`src/rtl/sia_pkg.sv`:
```
// Package of register offsets, field positions and codes for the hub bank.
package sia_pkg;

   // ------------------------------------------------------------------
   // Register offsets
   // ------------------------------------------------------------------
   localparam logic [7:0] ADDR_PORT_SEL   = 8'h4c;
   localparam logic [7:0] ADDR_RISE_MASK  = 8'h7e;
   localparam logic [7:0] ADDR_FALL_MASK  = 8'h7f;
   localparam logic [7:0] ADDR_RISE_LATCH = 8'h80;
   localparam logic [7:0] ADDR_FALL_LATCH = 8'h81;
   localparam logic [7:0] ADDR_REF_CLOCK  = 8'ha5;
   localparam logic [7:0] ADDR_IND_CTL    = 8'hb0;
   localparam logic [7:0] ADDR_IND_OFFSET = 8'hb1;
   localparam logic [7:0] ADDR_IND_DATA   = 8'hb2;

   // ------------------------------------------------------------------
   // Field positions and reset values
   // ------------------------------------------------------------------
   localparam int         CTL_PREFETCH_BIT = 0;
   localparam int         CTL_AUTOINC_BIT  = 1;
   localparam int         CTL_SEL_LSB      = 2;
   localparam int         CTL_SEL_MSB      = 5;
   localparam logic [7:0] RST_BYTE         = 8'h00;
   localparam logic [7:0] CTL_WRITE_MASK   = 8'h3f;
   localparam logic [1:0] PORT_SEL_MASK    = 2'h3;

   // ------------------------------------------------------------------
   // Indirect target codes
   // ------------------------------------------------------------------
   localparam logic [3:0] TGT_PATGEN    = 4'h0;
   localparam logic [3:0] TGT_PORT0     = 4'h1;
   localparam logic [3:0] TGT_PORT1     = 4'h2;
   localparam logic [3:0] TGT_SHARED    = 4'h5;
   localparam logic [3:0] TGT_BOTH_PORT = 4'h6;
   localparam logic [3:0] TGT_CSI       = 4'h7;

   // One-hot target strobe lanes.
   localparam int         LANE_PATGEN = 0;
   localparam int         LANE_PORT0  = 1;
   localparam int         LANE_PORT1  = 2;
   localparam int         LANE_SHARED = 3;
   localparam int         LANE_CSI    = 4;
   localparam int         NUM_LANES   = 5;

endpackage

```
`src/rtl/sia_edge_latch.sv`:
```
// One receive port's sensor edge detector with sticky rise and fall latches.
module sia_edge_latch #(
   parameter int WIDTH = 8
) (
   // Clock and reset
   input  wire logic             clk_i,
   input  wire logic             arst_n_i,
   // Sensor status and masks
   input  wire logic [WIDTH-1:0] status_i,
   input  wire logic [WIDTH-1:0] rise_mask_i,
   input  wire logic [WIDTH-1:0] fall_mask_i,
   // Software clears, one bit per latch bit
   input  wire logic [WIDTH-1:0] rise_clr_i,
   input  wire logic [WIDTH-1:0] fall_clr_i,
   // Latched interrupts
   output logic      [WIDTH-1:0] rise_latch_o,
   output logic      [WIDTH-1:0] fall_latch_o
);

   logic [WIDTH-1:0] prev_q, prev_d;
   logic [WIDTH-1:0] rise_q, rise_d;
   logic [WIDTH-1:0] fall_q, fall_d;

   always_comb begin
      prev_d = status_i;
      // masked rising edge
      // A new edge wins over a clear in the same cycle.
      rise_d = (rise_q & ~rise_clr_i) | (status_i & ~prev_q & rise_mask_i);
      fall_d = (fall_q & ~fall_clr_i) | (~status_i & prev_q & fall_mask_i);
   end

   always_ff @(posedge clk_i or negedge arst_n_i) begin
      if (!arst_n_i) begin
         prev_q <= '0;
         rise_q <= '0;
         fall_q <= '0;
      end else begin
         prev_q <= prev_d;
         rise_q <= rise_d;
         fall_q <= fall_d;
      end
   end

   assign rise_latch_o = rise_q;
   assign fall_latch_o = fall_q;

endmodule

```
`src/rtl/sia_reg_bank.sv`:
```
// Register bank: sensor edge interrupts, clock measure, indirect access.
//
// Overview of operation
// - The masks exist per port and the port select picks the copy reached.
// - The clock measure register reads the raw frequency in MHz straight from ref_clock_measure_i, with no reset value.
// - The target select in bits 5:2 routes indirect accesses to one block, to both port blocks for a 0110 write, or to no block for a reserved code.
// - Target code 0110 sends an indirect write to both port blocks at once.
// - With auto-increment set the offset advances by one after each access.
// - With prefetch set, writing the offset issues a read strobe.
// - With prefetch and auto-increment set, a data read strobes again.
// - The offset register holds an 8-bit offset into the target block.
// - Data writes go to the target register; data reads return its value.
module sia_reg_bank #(
   parameter int NPORTS = 2,
   parameter int SWIDTH = 8
) (
   // Clock and reset
   input  wire logic                       clk_i,
   input  wire logic                       arst_n_i,
   // Register access port from the serial control slave
   input  wire logic                       reg_wr_i,
   input  wire logic                       reg_rd_i,
   input  wire logic [7:0]                 reg_addr_i,
   input  wire logic [7:0]                 reg_wdata_i,
   output logic      [7:0]                 reg_rdata_o,
   // Sensor status and clock measurement
   input  wire logic [NPORTS*SWIDTH-1:0]   sensor_status_word_i,
   input  wire logic [7:0]                 ref_clock_measure_i,
   // Indirect target side
   output logic      [sia_pkg::NUM_LANES-1:0] ind_wr_o,
   output logic      [sia_pkg::NUM_LANES-1:0] ind_rd_o,
   output logic      [7:0]                 indirect_offset_o,
   output logic      [7:0]                 indirect_data_o,
   input  wire logic [sia_pkg::NUM_LANES*8-1:0] ind_rdata_i
);

   // ------------------------------------------------------------------
   // Parameter checks
   // ------------------------------------------------------------------
   if (NPORTS < 1 || NPORTS > 4) begin : g_bad_ports
      $error("NPORTS must be 1 to 4");
   end
   if (SWIDTH != 8) begin : g_bad_width
      $error("SWIDTH must be 8 for byte registers");
   end

   // Maps a target code onto its one-hot lane set; zero for reserved codes.
   function automatic logic [sia_pkg::NUM_LANES-1:0] lanes_of(
      input logic [3:0] sel,
      input logic       is_write);
      logic [sia_pkg::NUM_LANES-1:0] l;
      l = '0;
      case (sel)
         sia_pkg::TGT_PATGEN: l[sia_pkg::LANE_PATGEN] = 1'b1;
         sia_pkg::TGT_PORT0:  l[sia_pkg::LANE_PORT0] = 1'b1;
         sia_pkg::TGT_PORT1:  l[sia_pkg::LANE_PORT1] = 1'b1;
         sia_pkg::TGT_SHARED: l[sia_pkg::LANE_SHARED] = 1'b1;
         sia_pkg::TGT_CSI:    l[sia_pkg::LANE_CSI] = 1'b1;
         sia_pkg::TGT_BOTH_PORT: begin
            // Broadcast only makes sense for writes.
            l[sia_pkg::LANE_PORT0] = is_write;
            l[sia_pkg::LANE_PORT1] = is_write;
         end
         default: l = '0;
      endcase
      return l;
   endfunction

   // ------------------------------------------------------------------
   // Direct registers
   // ------------------------------------------------------------------
   logic [1:0]        port_sel_q, port_sel_d;
   logic [7:0]        rise_mask_q [NPORTS];
   logic [7:0]        rise_mask_d [NPORTS];
   logic [7:0]        fall_mask_q [NPORTS];
   logic [7:0]        fall_mask_d [NPORTS];
   logic [7:0]        ctl_q, ctl_d;
   logic [7:0]        offset_q, offset_d;
   logic [7:0]        data_q, data_d;
   logic [7:0]        rdata_q, rdata_d;
   logic [sia_pkg::NUM_LANES-1:0] wr_q, wr_d, rd_q, rd_d;
   logic [7:0]        rise_lat [NPORTS];
   logic [7:0]        fall_lat [NPORTS];
   logic [7:0]        rise_clr [NPORTS];
   logic [7:0]        fall_clr [NPORTS];
   logic [3:0]        sel;
   logic              autoinc, prefetch;
   logic [7:0]        sel_rdata;
   logic [sia_pkg::NUM_LANES-1:0] rd_lanes;
   int                p;

   assign p        = (int'(port_sel_q) < NPORTS) ? int'(port_sel_q) : 0;
   assign sel      = ctl_q[sia_pkg::CTL_SEL_MSB:sia_pkg::CTL_SEL_LSB];
   assign autoinc  = ctl_q[sia_pkg::CTL_AUTOINC_BIT];
   assign prefetch = ctl_q[sia_pkg::CTL_PREFETCH_BIT];
   assign rd_lanes = lanes_of(sel, 1'b0);

   // ------------------------------------------------------------------
   // Per-port edge detectors
   // ------------------------------------------------------------------
   for (genvar g = 0; g < NPORTS; g++) begin : g_port
      sia_edge_latch #(.WIDTH(SWIDTH)) u_edge (
         .clk_i       (clk_i),
         .arst_n_i    (arst_n_i),
         .status_i    (sensor_status_word_i[g*SWIDTH +: SWIDTH]),
         .rise_mask_i (rise_mask_q[g]),
         .fall_mask_i (fall_mask_q[g]),
         .rise_clr_i  (rise_clr[g]),
         .fall_clr_i  (fall_clr[g]),
         .rise_latch_o(rise_lat[g]),
         .fall_latch_o(fall_lat[g])
      );
      // Write-one-to-clear on the selected port's latch registers.
      always_comb begin
         rise_clr[g] = '0;
         fall_clr[g] = '0;
         if (reg_wr_i && p == g) begin
            if (reg_addr_i == sia_pkg::ADDR_RISE_LATCH) begin
               rise_clr[g] = reg_wdata_i;
            end
            if (reg_addr_i == sia_pkg::ADDR_FALL_LATCH) begin
               fall_clr[g] = reg_wdata_i;
            end
         end
      end
   end

   // Selected target's read data, broadcast code reads port 0.
   always_comb begin
      sel_rdata = '0;
      for (int i = 0; i < sia_pkg::NUM_LANES; i++) begin
         if (rd_lanes[i]) begin
            sel_rdata = ind_rdata_i[i*8 +: 8];
         end
      end
      if (sel == sia_pkg::TGT_BOTH_PORT) begin
         sel_rdata = ind_rdata_i[sia_pkg::LANE_PORT0*8 +: 8];
      end
   end

   // ------------------------------------------------------------------
   // Next-state logic
   // ------------------------------------------------------------------
   always_comb begin
      port_sel_d  = port_sel_q;
      rise_mask_d = rise_mask_q;
      fall_mask_d = fall_mask_q;
      ctl_d       = ctl_q;
      offset_d    = offset_q;
      data_d      = data_q;
      rdata_d     = rdata_q;
      wr_d        = '0;
      rd_d        = '0;
      if (reg_wr_i) begin
         case (reg_addr_i)
            sia_pkg::ADDR_PORT_SEL:
               port_sel_d = reg_wdata_i[1:0] & sia_pkg::PORT_SEL_MASK;
            sia_pkg::ADDR_RISE_MASK: rise_mask_d[p] = reg_wdata_i;
            sia_pkg::ADDR_FALL_MASK: fall_mask_d[p] = reg_wdata_i;
            sia_pkg::ADDR_IND_CTL:
               ctl_d = reg_wdata_i & sia_pkg::CTL_WRITE_MASK;
            sia_pkg::ADDR_IND_OFFSET: begin
               offset_d = reg_wdata_i;
               if (prefetch) begin
                  rd_d = lanes_of(sel, 1'b0);
               end
            end
            sia_pkg::ADDR_IND_DATA: begin
               data_d = reg_wdata_i;
               wr_d = lanes_of(sel, 1'b1);
               if (autoinc) begin
                  offset_d = offset_q + 8'h01;
               end
            end
            default: ;
         endcase
      end else if (reg_rd_i) begin
         case (reg_addr_i)
            sia_pkg::ADDR_PORT_SEL:   rdata_d = {6'h00, port_sel_q};
            sia_pkg::ADDR_RISE_MASK:  rdata_d = rise_mask_q[p];
            sia_pkg::ADDR_FALL_MASK:  rdata_d = fall_mask_q[p];
            sia_pkg::ADDR_RISE_LATCH: rdata_d = rise_lat[p];
            sia_pkg::ADDR_FALL_LATCH: rdata_d = fall_lat[p];
            sia_pkg::ADDR_REF_CLOCK:  rdata_d = ref_clock_measure_i;
            sia_pkg::ADDR_IND_CTL:    rdata_d = ctl_q;
            sia_pkg::ADDR_IND_OFFSET: rdata_d = offset_q;
            sia_pkg::ADDR_IND_DATA: begin
               rdata_d = sel_rdata;
               if (autoinc) begin
                  offset_d = offset_q + 8'h01;
                  if (prefetch) begin
                     rd_d = lanes_of(sel, 1'b0);
                  end
               end
            end
            default: rdata_d = sia_pkg::RST_BYTE;
         endcase
      end
   end

   // ------------------------------------------------------------------
   // Registers
   // ------------------------------------------------------------------
   always_ff @(posedge clk_i or negedge arst_n_i) begin
      if (!arst_n_i) begin
         port_sel_q <= '0;
         for (int i = 0; i < NPORTS; i++) begin
            rise_mask_q[i] <= sia_pkg::RST_BYTE;
            fall_mask_q[i] <= sia_pkg::RST_BYTE;
         end
         ctl_q    <= sia_pkg::RST_BYTE;
         offset_q <= sia_pkg::RST_BYTE;
         data_q   <= sia_pkg::RST_BYTE;
         rdata_q  <= sia_pkg::RST_BYTE;
         wr_q     <= '0;
         rd_q     <= '0;
      end else begin
         port_sel_q  <= port_sel_d;
         rise_mask_q <= rise_mask_d;
         fall_mask_q <= fall_mask_d;
         ctl_q       <= ctl_d;
         offset_q    <= offset_d;
         data_q      <= data_d;
         rdata_q     <= rdata_d;
         wr_q        <= wr_d;
         rd_q        <= rd_d;
      end
   end

   // Offset and data outputs line up with the strobes: the strobe and the
   // offset it addresses leave their flops on the same edge, and the
   // incremented offset moves on the same edge that raises the read strobe,
   // so a prefetch on a data read addresses the next location.
   always_ff @(posedge clk_i or negedge arst_n_i) begin
      if (!arst_n_i) begin
         indirect_offset_o <= sia_pkg::RST_BYTE;
      end else begin
         indirect_offset_o <= offset_d;
      end
   end

   assign reg_rdata_o     = rdata_q;
   assign ind_wr_o        = wr_q;
   assign ind_rd_o        = rd_q;
   assign indirect_data_o = data_q;

endmodule

```
`config.mk`:
```
export PLATFORM = sky130hd
export DESIGN_NAME = sia_reg_bank
export DESIGN_NICKNAME = d
export VERILOG_FILES = /design/src/rtl/sia_pkg.sv /design/src/rtl/sia_edge_latch.sv /design/src/rtl/sia_reg_bank.sv
export SDC_FILE = /design/constraint.sdc
export NUM_CORES = 1
export LEC_CHECK = 0
export BUFFER_PORTS_ARGS = -buffer_cell sky130_fd_sc_hd__buf_4
export CORE_AREA = 2 2 90 127
export CTS_BUF_LIST = sky130_fd_sc_hd__clkbuf_8 sky130_fd_sc_hd__clkbuf_16
export DETAILED_ROUTE_END_ITERATION = 8
export DIE_AREA = 0 0 92 129
export PLACE_DENSITY_LB_ADDON = 0.08
export SLEW_MARGIN = 20
export SYNTH_ARGS = -nofsm -noshare
export SYNTH_HDL_FRONTEND = slang
export SYNTH_HIERARCHICAL = 1
export SYNTH_SLANG_ARGS = --single-unit
export TNS_END_PERCENT = 50
```
`constraint.sdc`:
```
create_clock -name clk_i -period 3.6 [get_ports clk_i]
set_clock_uncertainty 0.1 [all_clocks]
set_input_delay 0.18 -clock clk_i [delete_from_list [all_inputs] [get_ports clk_i]]
set_output_delay 0.18 -clock clk_i [all_outputs]
set_load 0.02 [all_outputs]
```
==> flow_metrics.env <==
export IMPL_status="finished, final reports clean"
export IMPL_post_cts_buffers=0
export IMPL_hold_ws_ns=0.008710
export IMPL_die_area_um2=11870
export IMPL_drc=0
export IMPL_clockRootBuffer="clkbuf_16"
export IMPL_cp_cell_sequence="nor2b_2 > buf_4 > mux4_2 > nor2b_1 > a211oi_1 > a22oi_1"
export IMPL_area_delta_synth_final_pct=27.89
export IMPL_report_final_slew_viol_count=0
export IMPL_synth_main_ff_cell="dfrtp_1"
export IMPL_syn_inst=635
export IMPL_final_common_cell="dfrtp_1"
export IMPL_relSlewSlack_pct=38.33
export IMPL_synth_async_reset_ratio_pct=100.0
export IMPL_grt_first_pass_wirelength_um=29780
export IMPL_antenna_found_initial=0
export IMPL_clk_latency_ns=0.42
export IMPL_critPathRequiredTime_ns=3.75
export IMPL_vias_per_cell=6.225
export IMPL_cp_arrival_ns=2.62
export IMPL_fin_setup_tns_ns=0
export IMPL_die_h_um=129
export IMPL_pin_count=118
export IMPL_seq_area_frac_synth_pct=48.47
export IMPL_drt_wirelength_per_cell_um=21.10
export IMPL_post_synth_cell_area_avg_um2=9.919
export IMPL_nets=846
export IMPL_synth_cell_area_um2=6299
export IMPL_min_path_type="input port to register"
export IMPL_grt_overflow_total=0
export IMPL_drt_pass1_iterations=6
export IMPL_worst_pin_slew_ns=0.9207
export IMPL_power_density_nw_per_um2=434.0
export IMPL_cts_tree="built"
export IMPL_yosysWarnings=6
export IMPL_track_usage_pct=33.29
export IMPL_first_global_vias=5509
export IMPL_synth_top_area_cell="dfrtp_1"
export IMPL_final_cell_mix="122 x dfrtp_1, 121 x buf_4, 72 x nand2_1"
export IMPL_grt_start_max_net_pins=90
export IMPL_diodes=0
export IMPL_period_share_pct=68.57
export IMPL_cp_slowest_stage_delay_ns=0.54
export IMPL_clk_path_buf_depth=2
export IMPL_num_rows=45
export IMPL_coreArea_um2=10700
export IMPL_min_period_ns=2.468
export IMPL_start_util_pct=58.88
export IMPL_hold_violations=0
export IMPL_syn_num_nets=720
export IMPL_max_freq_mhz=405.1
export IMPL_first_iter_violations=430
export IMPL_path_max_fanout=15
export IMPL_crit_path_end_kind="register"
export IMPL_synthTopCellsByArea="dfrtp_1 48%, mux2_2 7.0%, nand2_1 4.3%"
export IMPL_p_leak_uw=0.003651
export IMPL_crit_slowest_cell="mux4_2"
export IMPL_clkSinkCount=122
export IMPL_rsz0062_at_grt="no"
export IMPL_ant_nets=0
export IMPL_place_gp_congestion=0.9609
export IMPL_synthDistinctLibCells=60
export IMPL_dp_hpwl_um=13580
export IMPL_synth_edf_count=0
export IMPL_clk_pin_slew_worst_paths_ns=0.06
export IMPL_vias=5696
export IMPL_cts_buffers_inserted=17
export IMPL_cap_violations=0
export IMPL_ys_ff_latch=122
export IMPL_setup_viol=0
export IMPL_placed_cells=863
export IMPL_drive_above_1_share_pct=29.72
export IMPL_fin_cells=915
export IMPL_die_w_um=92
export IMPL_synth_top_cell_area_share_pct=48.47
export IMPL_cts_htree_levels=4
export IMPL_critPathLaunchType="register"
export IMPL_timing_worst_setup_path_type="register to register"
export IMPL_vdd_drop_max_v=0.0004185
export IMPL_io_buffers=117
export IMPL_routed_wl_um=19300
[Yosys cell counts, drive strengths merged, types with 7 or more instances]
| master | instances |
|---|---|
| a21oi | 43 |
| a22oi | 12 |
| a31oi | 7 |
| a32oi | 7 |
| and2 | 25 |
| buf | 11 |
| clkbuf | 24 |
| dfrtp | 122 |
| inv | 38 |
| mux2 | 39 |
| mux4 | 9 |
| nand2 | 72 |
| nand3 | 15 |
| nand3b | 16 |
| nor2 | 26 |
| nor2b | 9 |
| nor3 | 18 |
| o21ai | 52 |
| o221ai | 10 |
| o22ai | 20 |
[logic make-up after synthesis]
group	share of synthesized area, %
AO/OA/AOI/OAI	17.48
flip-flops	48.47
adder cells (fa/ha/maj)	0.1986
multiplexers	11.14
buffers and inverters	4.628
AND/OR/NAND/NOR	18.08
[metal layers]
| layer | routed length [µm] | global-route usage [%] |
|---|---|---|
| met2 | 9706 | 56.27 |
| met1 | 7211 | 40.01 |
| met4 | 867 | 16.33 |
| met5 | 0 | 0 |
| met3 | 1518 | 8.138 |
[timing repair]
action                                  CTS  global route
hold buffers                             20             0
endpoints found under the setup margin    0             0
hold endpoints to repair                143             0
resized for setup                         0             0
[through the flow]
stage	total power, µW	cell area (µm²)	utilization [%]	setup slack (ns)
2_1_floorplan	1611	6299	-	1.560
6_report	3496	8055	75.30	1.132
4_1_cts	3499	8051	75.26	1.146
3_3_place_gp	1781	7254	67.81	1.264
3_5_place_dp	1790	7254	67.81	1.183
5_1_grt	3595	8055	75.30	0.9672
[registers in the layout (all words and copies together) (netlist names)]
register and count:
g_port.u_edge/prev_q 16, ctl_q 6, indirect_offset_o 8, indirect_data_o 8
g_port.u_edge/fall_latch_o 16, ind_rd_o 5, port_sel_q 2, g_port.u_edge/rise_latch_o 16
fall_mask_q 16, ind_wr_o 5, rise_mask_q 16, reg_rdata_o 8
[path summary, 6_finish.rpt]
kind                                                      startpoint                                    endpoint  slack, ns  depth (start not counted)
max in group asynchronous                                   arst_n_i                  rise_mask_q[5]$_DFFE_PN0P_       2.31                          3
worst min-delay path                                  reg_wdata_i[7]              indirect_data_o[7]$_DFFE_PN0P_      0.009                          2
worst min register to register  g_port[1].u_edge/prev_q[6]$_DFF_PN0_  g_port[1].u_edge/rise_latch_o[6]$_DFF_PN0_       0.38                          1
min in group asynchronous                                   arst_n_i                       ind_wr_o[4]$_DFF_PN0_       0.30                          2
worst max register to register             port_sel_q[0]$_DFFE_PN0P_                  reg_rdata_o[3]$_DFFE_PN0P_       1.13                          6
worst max-delay path                       port_sel_q[0]$_DFFE_PN0P_                  reg_rdata_o[3]$_DFFE_PN0P_       1.13                          6
[critical path: cells and delay by family (launching register included)]
family                 cells  cell delay, ns
AOI/OAI and AO/OA          2            0.33
buffers and inverters      1            0.35
and+or+nand+nor            2            0.57
DFF                        1            0.41
muxes                      1            0.54
[layout make-up]
type	count	area, µm²
clock buffer	19	452.9
sequential	122	3053
timing repair buffer	142	1120
inverter	39	146.4
clock inverter	13	143.9
multi-input combinational	439	2963
tap	141	176.4
fill	759	2643
[where the power goes]
part	switching [µW]	internal, µW	leakage (µW)
combinational	175	154	0.00187
sequential	46.8	1410	0.00149
clock	647	1060	0.000287
total	869	2630	0.00365
Power figures use the tool's default switching activity.
